File: config.mk
export PLATFORM = sky130hd
export DESIGN_NAME = amr_receive_path
export DESIGN_NICKNAME = d
export VERILOG_FILES = /design/src/hdl/amr_pkg.sv /design/src/hdl/amr_receive_path.sv
export SDC_FILE = /design/constraint.sdc
export NUM_CORES = 2
export LEC_CHECK = 0
export ABC_CLOCK_PERIOD_IN_PS = 6700
export BUFFER_PORTS_ARGS = -buffer_cell sky130_fd_sc_hd__buf_2
export CAP_MARGIN = 20
export CELL_PAD_IN_SITES_DETAIL_PLACEMENT = 1
export CELL_PAD_IN_SITES_GLOBAL_PLACEMENT = 2
export CORE_ASPECT_RATIO = 1.2
export CORE_MARGIN = 5
export CORE_UTILIZATION = 41
export DETAILED_ROUTE_END_ITERATION = 8
export PLACE_DENSITY = 0.86
export REMOVE_ABC_BUFFERS = 1
export SYNTH_ARGS = -nofsm -noshare
export SYNTH_HDL_FRONTEND = slang
export SYNTH_SLANG_ARGS = --single-unit
File: constraint.sdc
create_clock -name REF_CLK -period 6.7 [get_ports REF_CLK]
set_input_delay 0.67 -clock REF_CLK [delete_from_list [all_inputs] [get_ports REF_CLK]]
set_output_delay 0.67 -clock REF_CLK [all_outputs]
set_load 0.01 [all_outputs]
File: src/hdl/amr_pkg.sv
// Constants, types and helpers for the asynchronous multiplexer receive path
package amr_pkg;

  // ----------------------------------------------------------------------
  // Sizes and timing
  // ----------------------------------------------------------------------
  localparam int NUM_LINES     = 16;
  localparam int SILO_DEPTH    = 64;  // 128-deep option: raise to 128 and widen fill to 8 bits
  localparam logic [3:0] OVS_LAST  = 4'hF;  // 16 sample clocks per bit
  localparam logic [3:0] HALF_LAST = 4'h7;  // eighth sample clock
  localparam int CLK_MHZ       = 20;
  localparam int SELF_TEST_US  = 100;
  localparam logic [11:0] SELF_TEST_CYC = 12'(SELF_TEST_US * CLK_MHZ);

  // ----------------------------------------------------------------------
  // Register offsets (byte) and fields
  // ----------------------------------------------------------------------
  localparam logic [3:0] OFS_SCR = 4'h0;
  localparam logic [3:0] OFS_RCR = 4'h2;
  localparam logic [3:0] OFS_LPR = 4'h4;
  localparam logic [3:0] OFS_SSR = 4'hE;
  localparam int SCR_RIE_BIT = 7;
  localparam int SCR_RI_BIT  = 8;
  localparam int SCR_NXM_BIT = 11;
  localparam int SCR_MC_BIT  = 12;
  localparam int RCR_VDP_BIT = 15;
  localparam int RCR_OVR_BIT = 14;
  localparam int RCR_FE_BIT  = 13;
  localparam int RCR_PE_BIT  = 12;
  localparam int LPR_TSB_BIT = 2;
  localparam int LPR_PEN_BIT = 4;
  localparam int LPR_ODD_BIT = 5;
  localparam int LPR_HD_BIT  = 14;
  localparam logic [15:0] LPR_RESET = 16'h0003;
  localparam logic [7:0]  THR_RESET = 8'h00;

  // ----------------------------------------------------------------------
  // Base address tables
  // ----------------------------------------------------------------------
  localparam logic [21:0] MUX_BASE0   = 22'h3F_E010;
  localparam logic [21:0] MUX_STEP    = 22'h00_0010;
  localparam logic [21:0] MODEM_BASE0 = 22'h3F_F140;
  localparam logic [21:0] MODEM_STEP  = 22'h00_0008;
  localparam logic [3:0]  SW_MAX      = 4'hB;

  // ----------------------------------------------------------------------
  // Types
  // ----------------------------------------------------------------------
  typedef enum logic [1:0] {
    RX_IDLE  = 2'b00,
    RX_START = 2'b01,
    RX_DATA  = 2'b10,
    RX_STOP  = 2'b11
  } amr_rx_st_t;

  typedef enum logic {
    DMA_IDLE = 1'b0,
    DMA_BUSY = 1'b1
  } amr_dma_st_t;

  typedef struct packed {
    amr_rx_st_t  st;
    logic        armed;
    logic [3:0]  cnt;
    logic [3:0]  nbit;
    logic [7:0]  sh;
    logic        pbit;
    logic [15:0] lpr;
    logic [15:0] hold;
  } amr_line_t;

  // ----------------------------------------------------------------------
  // Helpers
  // ----------------------------------------------------------------------
  function automatic logic [3:0] amr_char_bits(input logic [15:0] lpr);
    return 4'd5 + {2'b00, lpr[1:0]};
  endfunction

  function automatic logic [21:0] amr_base(input logic [3:0] sel,
                                           input logic [21:0] base0,
                                           input logic [21:0] step);
    logic [3:0] s;
    s = (sel > SW_MAX) ? SW_MAX : sel;
    return 22'(base0 + 22'(s) * step);
  endfunction

endpackage

File: src/hdl/amr_receive_path.sv
// Receive path: line receivers, scanner, staging buffer, silo, registers
`timescale 1ns/1ps
module amr_receive_path
  import amr_pkg::*;
(
  input  wire logic                 REF_CLK,
  input  wire logic                 RST_B,
  input  wire logic                 DC_POWER_GOOD,
  input  wire logic                 BUS_INIT,
  input  wire logic [3:0]           BASE_ADDRESS_SWITCH,
  input  wire logic [NUM_LINES-1:0] RX_SERIAL,
  input  wire logic [NUM_LINES-1:0] RX_SAMPLE_TICK,
  input  wire logic [NUM_LINES-1:0] TX_BUFFER_ACTIVE,
  input  wire logic [3:0]           REG_ADDR,
  input  wire logic                 REG_RD,
  input  wire logic                 REG_WR,
  input  wire logic [15:0]          REG_WDATA,
  input  wire logic                 TX_DMA_REQ,
  input  wire logic [21:0]          TX_DMA_ADDR,
  input  wire logic                 DMA_DONE,
  input  wire logic [17:0]          DMA_DATA,
  output logic [15:0]               REG_RDATA,
  output logic                      IRQ_BR5,
  output logic                      NONEXISTENT_MEMORY_ERROR,
  output logic                      SELF_TEST_BUSY,
  output logic [21:0]               MUX_BASE_ADDR,
  output logic [21:0]               MODEM_BASE_ADDR,
  output logic                      DMA_RD_STB,
  output logic                      DMA_WORD,
  output logic [21:0]               DMA_ADDR,
  output logic                      TX_DMA_ACK,
  output logic [15:0]               TX_DMA_DATA
);

  // ----------------------------------------------------------------------
  // State
  // ----------------------------------------------------------------------
  typedef struct packed {
    amr_line_t [NUM_LINES-1:0]  line;
    logic [3:0]                 scan;
    logic [1:0][15:0]           buf_q;
    logic [1:0]                 buf_cnt;
    logic [SILO_DEPTH-1:0][15:0] silo;
    logic [6:0]                 fill;
    logic [7:0]                 thr;
    logic [3:0]                 sel_line;
    logic                       rie;
    logic                       nonexistent_memory_error;
    logic [11:0]                st_cnt;
    amr_dma_st_t                dma_st;
    logic [15:0]                rdata;
    logic                       irq;
    logic                       st_busy;
    logic [21:0]                mux_base;
    logic [21:0]                modem_base;
    logic                       dma_stb;
    logic                       dma_word;
    logic [21:0]                dma_addr;
    logic                       tx_ack;
    logic [15:0]                tx_data;
  } amr_state_t;

  amr_state_t state_ff;
  amr_state_t nxt_state;

  // ----------------------------------------------------------------------
  // Next state
  // ----------------------------------------------------------------------
  always_comb
  begin
    amr_state_t n;
    logic       clr;
    logic       hold_any;
    logic       buf_pop;
    logic       buf_push;
    logic [15:0] push_word;
    logic       silo_pop;
    logic       rxd;
    logic       tick;
    logic [3:0] nbits;
    logic [3:0] total;
    logic [7:0] chr;
    logic       perr;
    n         = state_ff;
    clr       = 1'b0;
    hold_any  = 1'b0;
    buf_pop   = 1'b0;
    buf_push  = 1'b0;
    push_word = 16'h0000;
    silo_pop  = 1'b0;
    rxd       = 1'b1;
    tick      = 1'b0;
    nbits     = 4'h0;
    total     = 4'h0;
    chr       = 8'h00;
    perr      = 1'b0;

    // Base addresses follow the switch continuously
    n.mux_base   = amr_base(BASE_ADDRESS_SWITCH, MUX_BASE0, MUX_STEP);
    n.modem_base = amr_base(BASE_ADDRESS_SWITCH, MODEM_BASE0, MODEM_STEP);
    n.tx_ack     = 1'b0;
    n.dma_word   = 1'b1;  // Never byte reads

    // --------------------------------------------------------------------
    // Scanner: one line per cycle into the staging buffer
    // --------------------------------------------------------------------
    for (int i = 0; i < NUM_LINES; i++)
    begin
      hold_any = hold_any | state_ff.line[i].hold[RCR_VDP_BIT];
    end
    if (state_ff.line[state_ff.scan].hold[RCR_VDP_BIT] &&
        state_ff.buf_cnt != 2'd2)
    begin
      buf_push  = 1'b1;
      push_word = state_ff.line[state_ff.scan].hold;
      n.line[state_ff.scan].hold[RCR_VDP_BIT] = 1'b0;
    end
    n.scan = 4'(state_ff.scan + 4'h1);

    // --------------------------------------------------------------------
    // Line receivers
    // --------------------------------------------------------------------
    for (int i = 0; i < NUM_LINES; i++)
    begin
      rxd   = RX_SERIAL[i];
      tick  = RX_SAMPLE_TICK[i];
      nbits = amr_char_bits(state_ff.line[i].lpr);
      total = 4'(nbits + {3'b000, state_ff.line[i].lpr[LPR_PEN_BIT]});
      if (state_ff.line[i].lpr[LPR_HD_BIT] && TX_BUFFER_ACTIVE[i])
      begin
        // Blinded while own transmitter drives the shared circuit
        n.line[i].st    = RX_IDLE;
        n.line[i].armed = 1'b0;
      end
      else if (tick)
      begin
        case (state_ff.line[i].st)
          RX_IDLE:
          begin
            n.line[i].armed = rxd;
            if (state_ff.line[i].armed && !rxd)
            begin
              n.line[i].st  = RX_START;
              n.line[i].cnt = 4'h0;
            end
          end
          RX_START:
          begin
            n.line[i].cnt = 4'(state_ff.line[i].cnt + 4'h1);
            if (state_ff.line[i].cnt == HALF_LAST)
            begin
              n.line[i].cnt  = 4'h0;
              n.line[i].nbit = 4'h0;
              n.line[i].st   = rxd ? RX_IDLE : RX_DATA;
              n.line[i].armed = rxd;
            end
          end
          RX_DATA:
          begin
            n.line[i].cnt = 4'(state_ff.line[i].cnt + 4'h1);
            if (state_ff.line[i].cnt == OVS_LAST)
            begin
              n.line[i].nbit = 4'(state_ff.line[i].nbit + 4'h1);
              if (state_ff.line[i].nbit < nbits)
                n.line[i].sh = {rxd, state_ff.line[i].sh[7:1]};
              else
                n.line[i].pbit = rxd;
              if (state_ff.line[i].nbit == 4'(total - 4'h1))
                n.line[i].st = RX_STOP;
            end
          end
          RX_STOP:
          begin
            n.line[i].cnt = 4'(state_ff.line[i].cnt + 4'h1);
            if (state_ff.line[i].cnt == OVS_LAST)
            begin
              // Only the first stop bit is checked; TSB matters to transmit
              chr  = state_ff.line[i].sh >> (4'd8 - nbits);
              perr = state_ff.line[i].lpr[LPR_PEN_BIT] &&
                     ((^chr ^ state_ff.line[i].pbit) !=
                      state_ff.line[i].lpr[LPR_ODD_BIT]);
              n.line[i].hold = 16'h0000;
              n.line[i].hold[RCR_VDP_BIT] = 1'b1;
              n.line[i].hold[RCR_OVR_BIT] = n.line[i].hold[RCR_VDP_BIT] &
                                            state_ff.line[i].hold[RCR_VDP_BIT]
                                            & ~(buf_push &&
                                                state_ff.scan == 4'(i));
              n.line[i].hold[RCR_FE_BIT]  = ~rxd;
              n.line[i].hold[RCR_PE_BIT]  = perr;
              n.line[i].hold[11:8]        = 4'(i);
              n.line[i].hold[7:0]         = chr;
              n.line[i].st    = RX_IDLE;
              n.line[i].armed = rxd;
            end
          end
          default:
            n.line[i].st = RX_IDLE;
        endcase
      end
    end

    // --------------------------------------------------------------------
    // Staging buffer to silo
    // --------------------------------------------------------------------
    silo_pop = REG_RD && REG_ADDR == OFS_RCR && state_ff.fill != 7'd0;
    buf_pop  = state_ff.buf_cnt != 2'd0 &&
               state_ff.fill != 7'(SILO_DEPTH);
    if (silo_pop)
    begin
      for (int k = 0; k < SILO_DEPTH - 1; k++)
        n.silo[k] = state_ff.silo[k+1];
      n.silo[SILO_DEPTH-1] = 16'h0000;
    end
    n.fill = 7'(state_ff.fill - {6'h00, silo_pop});
    if (buf_pop)
    begin
      n.silo[n.fill] = state_ff.buf_q[0];
      n.fill         = 7'(n.fill + 7'd1);
      n.buf_q[0]     = state_ff.buf_q[1];
    end
    n.buf_cnt = 2'(state_ff.buf_cnt - {1'b0, buf_pop});
    if (buf_push)
    begin
      n.buf_q[n.buf_cnt[0]] = push_word;
      n.buf_cnt = 2'(n.buf_cnt + 2'd1);
    end

    // --------------------------------------------------------------------
    // Register access
    // --------------------------------------------------------------------
    if (REG_RD)
    begin
      case (REG_ADDR)
        OFS_SCR:
        begin
          n.rdata = 16'h0000;
          n.rdata[3:0]         = state_ff.sel_line;
          n.rdata[SCR_RIE_BIT] = state_ff.rie;
          n.rdata[SCR_RI_BIT]  = state_ff.irq;
          n.rdata[SCR_NXM_BIT] = state_ff.nonexistent_memory_error;
        end
        OFS_RCR: n.rdata = (state_ff.fill != 7'd0) ? state_ff.silo[0]
                                                   : 16'h0000;
        OFS_LPR: n.rdata = state_ff.line[state_ff.sel_line].lpr;
        OFS_SSR: n.rdata = {1'b0, state_ff.fill, state_ff.thr};
        default: n.rdata = 16'h0000;
      endcase
    end
    if (REG_WR)
    begin
      case (REG_ADDR)
        OFS_SCR:
        begin
          n.sel_line = REG_WDATA[3:0];
          n.rie      = REG_WDATA[SCR_RIE_BIT];
          n.nonexistent_memory_error      = state_ff.nonexistent_memory_error & REG_WDATA[SCR_NXM_BIT];
          clr        = REG_WDATA[SCR_MC_BIT];
        end
        OFS_LPR: n.line[state_ff.sel_line].lpr = REG_WDATA;
        OFS_SSR: n.thr = REG_WDATA[7:0];
        default: n.thr = n.thr;
      endcase
    end

    // --------------------------------------------------------------------
    // Transmit DMA reads, deferred to receive traffic
    // --------------------------------------------------------------------
    case (state_ff.dma_st)
      DMA_IDLE:
      begin
        if (TX_DMA_REQ && !hold_any && state_ff.buf_cnt == 2'd0)
        begin
          n.dma_st   = DMA_BUSY;
          n.dma_stb  = 1'b1;
          n.dma_addr = {TX_DMA_ADDR[21:1], 1'b0};
        end
      end
      DMA_BUSY:
      begin
        if (DMA_DONE)
        begin
          n.dma_st  = DMA_IDLE;
          n.dma_stb = 1'b0;
          n.tx_ack  = 1'b1;
          n.tx_data = DMA_DATA[15:0];
          // Lines 17:16 hold parity status in the data phase
          if (DMA_DATA[17] && DMA_DATA[16])
            n.nonexistent_memory_error = 1'b1;
        end
      end
      default: n.dma_st = DMA_IDLE;
    endcase

    // Interrupt at bus level five once the threshold is reached
    n.irq = state_ff.rie && state_ff.fill != 7'd0 &&
            {1'b0, state_ff.fill} >= state_ff.thr;

    // --------------------------------------------------------------------
    // Self-test and clears
    // --------------------------------------------------------------------
    if (state_ff.st_cnt != 12'h000)
      n.st_cnt = 12'(state_ff.st_cnt - 12'h001);
    n.st_busy = n.st_cnt != 12'h000;
    clr = clr || !DC_POWER_GOOD || BUS_INIT || state_ff.st_busy;
    if (clr || !RST_B)
    begin
      for (int i = 0; i < NUM_LINES; i++)
      begin
        n.line[i]     = '0;
        n.line[i].lpr = LPR_RESET;
      end
      n.scan     = 4'h0;
      n.buf_q    = '0;
      n.buf_cnt  = 2'd0;
      n.silo     = '0;
      n.fill     = 7'd0;
      n.thr      = THR_RESET;
      n.sel_line = 4'h0;
      n.rie      = 1'b0;
      n.nonexistent_memory_error      = 1'b0;
      n.dma_st   = DMA_IDLE;
      n.dma_stb  = 1'b0;
      n.dma_addr = 22'h00_0000;
      n.tx_ack   = 1'b0;
      n.tx_data  = 16'h0000;
      n.irq      = 1'b0;
      n.rdata    = 16'h0000;
    end
    if (!RST_B)
    begin
      // Only a power-up reset starts the self-test, never a clear
      n.st_cnt     = SELF_TEST_CYC;
      n.st_busy    = 1'b1;
      n.mux_base   = 22'h00_0000;
      n.modem_base = 22'h00_0000;
      n.dma_word   = 1'b1;
    end
    nxt_state = n;
  end

  always_ff @(posedge REF_CLK)
  begin
    state_ff <= nxt_state;
  end

  // ----------------------------------------------------------------------
  // Outputs
  // ----------------------------------------------------------------------
  assign REG_RDATA                = state_ff.rdata;
  assign IRQ_BR5                  = state_ff.irq;
  assign NONEXISTENT_MEMORY_ERROR = state_ff.nonexistent_memory_error;
  assign SELF_TEST_BUSY           = state_ff.st_busy;
  assign MUX_BASE_ADDR            = state_ff.mux_base;
  assign MODEM_BASE_ADDR          = state_ff.modem_base;
  assign DMA_RD_STB               = state_ff.dma_stb;
  assign DMA_WORD                 = state_ff.dma_word;
  assign DMA_ADDR                 = state_ff.dma_addr;
  assign TX_DMA_ACK               = state_ff.tx_ack;
  assign TX_DMA_DATA              = state_ff.tx_data;

endmodule // amr_receive_path

; ---- Word level (Yosys, flattened, before mapping)
; Index checks and enable logic that the tools add are counted.
[op_classes]
shift = 16
n_bitwise = 81
order_cmp = 26
n_eq_ne = 134
n_reduce_logical = 161
add_sub_neg = 104
n_mux = 395
[op_table]
columns = operator, count
row1 = $mux 832, 3
row2 = $bwmux 832, 2
row3 = $mux 16, 71
row4 = $mux 1031, 1
row5 = $bwmux 1024, 1
row6 = $mux 1024, 1
row7 = $bmux 52 s4, 2
row8 = $demux 52 s4, 2
row9 = $mux 20, 16
row10 = $mux 17, 17
row11 = $mux 13, 16
row12 = $pmux 4 s3, 16
row13 = $mux 11, 16
row14 = $mux 9, 16
row15 = $add 4x1->4 const B, 33
row16 = $mux 2, 64
row17 = $mux 8, 16
row18 = $pmux 2 s4, 16
row19 = $pmux 4 s2, 16
row20 = $reduce_xor 8->1, 16
row21 = $shr 8x4->8, 16
row22 = $eq 4x4->1 const B, 25
row23 = $demux 16 s6, 1
row24 = $mux 3, 32
row25 = 53 further kinds, 502
[totals]
input_bits = 120
regBits = 2029
out_inout_bits = 104
elab_cells = 1129

; ---- Longest topological paths before layout
[depth]
ltp_word = 20
ltp_mapped = 19
mapped_depth_nobuf = 14

; ---- Worst setup path after synthesis
; OpenSTA, ideal clock, no wires.
[synth_path]
path_kind = input -> register
startpoint = input REG_ADDR[2]
endpoint = register state_ff[843] in the netlist's numbering
setup_time_ns = 0.091
setup_slack_ns = 2.323
arrival_time_ns = 4.286
path_stages = 16
required_ns = 6.609
path_buffers = 3
cell_sequence = nor3_1 nand2_1 nor2_2 nand2_4 inv_2 buf_2 buf_1 ha_1 or3b_1 or3_1 xor2_1 nor2_2 nand3_1 clkbuf_1 nor2_1 a311oi_1
[synth_between]
elab_chain_len = 10
word_cells_on_any_way = 19
cone_classes = 1 x add/sub / 2 x order compare / 1 x eq/ne / 7 x mux / 8 x reduce/logical
[synth_rtl]
columns = item, line
row1 = from (decl), amr_receive_path.sv:14  ; input wire logic [3:0] REG_ADDR,
row2 = $eq 4x2->1, amr_receive_path.sv:205  ; silo_pop = REG_RD && REG_ADDR == OFS_RCR && state_ff.fill != 7'd0;
row3 = $logic_and 1x1->1 (2 in series), amr_receive_path.sv:205
row4 = $sub 7x1->7, amr_receive_path.sv:214  ; n.fill = 7'(state_ff.fill - {6'h00, silo_pop});
row5 = $ge 7x1->1 (implied by the code) or $lt 7x7->1 (tied branches), amr_receive_path.sv:217  ; n.silo[n.fill] = state_ff.buf_q[0];
row6 = $logic_and 1x1->1 (implied by the code), amr_receive_path.sv:217
row7 = $mux 16 (implied by the code), amr_receive_path.sv:217
row8 = $demux 16 s6, amr_receive_path.sv:217
row9 = $bwmux 1024, amr_receive_path.sv:217
row10 = $mux 1031, amr_receive_path.sv:215  ; if (buf_pop)
row11 = to (signal assigned), amr_receive_path.sv:343  ; state_ff <= nxt_state;
row12 = to (decl), amr_receive_path.sv:63  ; amr_state_t state_ff;
; Parallel ways exist; a longest one is shown, timed or not.
; A chain may end at the register's enable or synchronous reset.

; ---- Worst setup path in the final report
[layout_path]
startpoint = register state_ff[133] in the netlist's numbering
endpoint = register state_ff[551] in the netlist's numbering
[layout_between]
elab_chain_len = 9
word_cells_on_any_way = 13
cone_classes = 1 x add/sub / 2 x order compare / 1 x eq/ne / 5 x mux / 4 x reduce/logical
[layout_rtl]
columns = item, line
row1 = $reduce_bool 7->1, amr_receive_path.sv:205
row2 = $logic_and 1x1->1, amr_receive_path.sv:205
row3 = $sub 7x1->7, amr_receive_path.sv:214
row4 = $ge 7x1->1 (implied by the code) or $lt 7x7->1 (tied branches), amr_receive_path.sv:217
row5 = $logic_and 1x1->1 (implied by the code), amr_receive_path.sv:217
row6 = $mux 16 (implied by the code), amr_receive_path.sv:217
row7 = $demux 16 s6, amr_receive_path.sv:217
row8 = $bwmux 1024, amr_receive_path.sv:217
row9 = $mux 1031 (*), amr_receive_path.sv:215
; Mark *: on every way between the ends. The rest lies on a longest branch, timed or not.

==> results.sh <==
export IMPL_synth_warnings=0
export IMPL_synthTopCellsByArea="dfxtp_1 (42%), nand2_1 (12%), a311oi_1 (9.7%)"
export IMPL_status="complete, no violations"
export IMPL_place_congestion=0.851
export IMPL_final_min_clock_period_ns=6.11
export IMPL_power_switching_w=0.00523
export IMPL_fp_coreArea_um2=228000
export IMPL_crit_path_top_delay_cell="nand2_1"
export IMPL_seqPwrFrac=0.480
export IMPL_clkLatencyLatePin_ns=0.90
export IMPL_hold_path_class="in2reg"
export IMPL_cts_buffers=215
export IMPL_synth_area_um2=93600
export IMPL_nets=11400
export IMPL_synthTopCellsByCount="nand2_1 (2910), dfxtp_1 (1947), nor2_1 (1755)"
export IMPL_report_final_hold_viol_count=0
export IMPL_power_share_switching=0.217
export IMPL_postSynthAreaPerCell_um2=8.10
export IMPL_synth_top_family_by_area="simple AND/OR/NAND/NOR gates"
export IMPL_max_cap_violations=0
export IMPL_synth_compound_area_share=0.154
export IMPL_die_h_um=534
export IMPL_utilization=0.454
export IMPL_io_pins=224
export IMPL_setup_viol=0
export IMPL_syn_to_final_growth_pct=10.3
export IMPL_yosys_area_top_type="dfxtp_1"
export IMPL_start_kind="flip-flop"
export IMPL_crit_arrival_ns=6.87
export IMPL_ctsHtreeMaxLevel=4
export IMPL_start_util=0.411
export IMPL_ys_seq_elements=1947
export IMPL_yosysUniqueCellTypes=73
export IMPL_synth_async_reset_ratio=0
export IMPL_reg2reg_slack_ns=0.59
export IMPL_grt_pass1_vias=85400
export IMPL_seq_area_um2=39100
export IMPL_grt_start_max_net_pins=232
export IMPL_grt_overflow=0
export IMPL_finalClockSkew_ns=0.0641
export IMPL_drt_wirelength_per_cell_um=21.8
export IMPL_tightest_slew_ns=1.28
export IMPL_root_buffer="clkbuf_16"
export IMPL_syn_inst=11600
export IMPL_crit_top_cell="buf_4"
export IMPL_drt_initial_drc_count=5414
export IMPL_wl_um=310000
export IMPL_fp_row_count=192
export IMPL_clock_sinks=1947
export IMPL_cts_tree="done"
export IMPL_combPwrFrac=0.009
export IMPL_clkTransAtPathRegs_ns=0.07
export IMPL_synth_adder_area_share=0.0303
export IMPL_internal_power_w=0.0189
export IMPL_post_synth_top_count_cell="nand2_1"
export IMPL_dp_slack_ns=0.518
export IMPL_crit_type="reg2reg"
export IMPL_endpoint_kind="flip-flop"
export IMPL_hpwl_um=197000
export IMPL_antenna_found_initial=22
export IMPL_die_area_um2=238000
export IMPL_rsz0062_at_grt="no"
export IMPL_fillers=26800
export IMPL_clock_power_share=0.511
export IMPL_vias=83200
export IMPL_grt_total_usage=0.250
export IMPL_max_stage_delay_ns=0.95
export IMPL_path_cells="or4_4 -> nor4_2 -> nor2_2 -> buf_4 -> nand2_8 -> inv_8 -> ha_1 -> or3b_1 -> or3_1 -> xnor2_1 -> nor3_1 -> nand2_1 -> buf_4 -> a311oi_1"
export IMPL_drcViolationCount=0
export IMPL_slew_headroom=0.144
export IMPL_ir_drop_mv=0.192
export IMPL_maxSlewViolCount=0
export IMPL_timing_rr_end="state_ff[551]"
export IMPL_p_leak_nw=34.0
export IMPL_multi_input_area_um2=49600
export IMPL_finalSetupTns_ns=0
export IMPL_cp_max_fo=73
export IMPL_die_w_um=446
export IMPL_synth_seq_area_share=0.416
export IMPL_grt_pass1_wl_um=487000
export IMPL_synthMuxAreaShare=0.0836
export IMPL_setup_slack_ns=0.594
export IMPL_worst_ep_required_time_ns=7.46
export IMPL_min_delay_start="TX_DMA_ADDR[15]"
export IMPL_synth_xor_area_frac=0.0226
export IMPL_post_cts_setup_buffers=0
export IMPL_synth_top_area_share=0.416
export IMPL_power_density_nw_per_um2=234
export IMPL_ys_flop_type="dfxtp_1"
export IMPL_finalCritPeriodShare=0.911
export IMPL_drive_above_1_share=0.0899
export IMPL_r2r_start="state_ff[133]"
export IMPL_synth_edf_count=0
export IMPL_vias_per_cell=5.84
export IMPL_fmax_ghz=0.164
export IMPL_io_buffers=206
export IMPL_holdPathStages=3
export IMPL_worstRegToRegCells=14
export IMPL_yosys_area_share_simple=0.237
export IMPL_antenna_left=0
export IMPL_cts_path_max_buffers=4
export IMPL_drt_first_pass_iters=5
export IMPL_hold_path_end="DMA_ADDR[15]"
## layer usage
layer / vias to the layer above / global-route usage / wire [um]
li1: 39000 / - / -
met1: 41900 / 0.301 / 127000
met2: 1612 / 0.447 / 155000
met3: 620 / 0.0306 / 12700
met4: 8 / 0.112 / 14800
met5: - / 0 / 57
## how the worst max path moves through the flow
stage	start	to	slack, ns
finish	state_ff[133]	state_ff[551]	0.59
detailed placement	REG_ADDR[3]	state_ff[551]	0.52
floorplan	state_ff[133]	state_ff[329]	-18.51
global placement	REG_ADDR[3]	state_ff[549]	0.63
global route	state_ff[133]	state_ff[547]	0.34
CTS	state_ff[133]	state_ff[331]	0.56
## sequential cells by signal, summed over array words and instances (netlist names)
register                  cells
MODEM_BASE_ADDR               5
REG_RDATA                    16
NONEXISTENT_MEMORY_ERROR      1
state_ff                   1878
MUX_BASE_ADDR                 6
TX_DMA_ACK                    1
DMA_ADDR                     21
TX_DMA_DATA                  16
SELF_TEST_BUSY                1
DMA_RD_STB                    1
IRQ_BR5                       1
## cell type report
type | instances | share of cell area
multi-input combinational | 8379 | 0.480
sequential | 1947 | 0.378
clock buffer | 319 | 0.0627
tap | 3007 | 0.0364
timing repair buffer | 368 | 0.0298
clock inverter | 61 | 0.00764
inverter | 139 | 0.00512
antenna | 11 | 0.000266
## layout by cell type, fill, tap and decap left out, types with 206 or more instances in the layout
cell | synthesis | layout
mux2i_1 | 248 | 248
nand3_1 | 222 | 222
buf_2 | 153 | 206
mux4_2 | 223 | 223
nand2_1 | 2910 | 2910
dfxtp_1 | 1947 | 1926
a311oi_1 | 1036 | 1036
nor2_1 | 1755 | 1747
ha_1 | 227 | 227
a21oi_1 | 494 | 494
clkbuf_16 | 0 | 216
## worst max-delay path: cells and delay by family, from the launching register on
kind,cells,cell delay [ns]
buffers and inverters,3,1.13
xor gates and xnor gates,1,0.22
and+or+nand+nor,8,3.44
AOI/OAI and AO/OA,1,0.24
adders and majority gates,1,0.26
DFF,1,0.66
## power groups by stage
stage / sequential, W / clock [W] / combinational [W]
2_1_floorplan: 0.0119 / 0 / 0.0000703
3_3_place_gp: 0.0118 / 0 / 0.000198
3_5_place_dp: 0.0118 / 0 / 0.000205
4_1_cts: 0.0116 / 0.0126 / 0.000221
5_1_grt: 0.0116 / 0.0131 / 0.000238
6_report: 0.0116 / 0.0124 / 0.000221
## cell families (layout without fill, tap and decap cells)
kind of cell / Yosys count / count (layout)
xor+xnor: 239 / 239
fa+ha+maj: 227 / 227
compound gates: 1941 / 1941
flops: 1947 / 1947
simple gates: 5455 / 5455
buf+inv: 1245 / 887
other cells: 2 / 28
mux: 500 / 500
## repair_timing
action	CTS	global route
resized for setup	0	0
hold buffers	30	0
endpoints found under the hold margin	30	0
## per-stage QoR
step / area [um2] / total power (W) / hold slack, ns / cells
after detailed placement: 95000 / 0.0121 / 0.440 / 13800
after floorplan: 89000 / 0.0119 / 0.423 / 10500
after global placement: 94800 / 0.0120 / 0.431 / 13800
after global routing: 103000 / 0.0249 / 0.0284 / 14200
final: 103000 / 0.0242 / 0.0451 / 14200
after CTS: 103000 / 0.0244 / 0.000170 / 14200
Note: power is estimated with default switching activity, not from simulation.
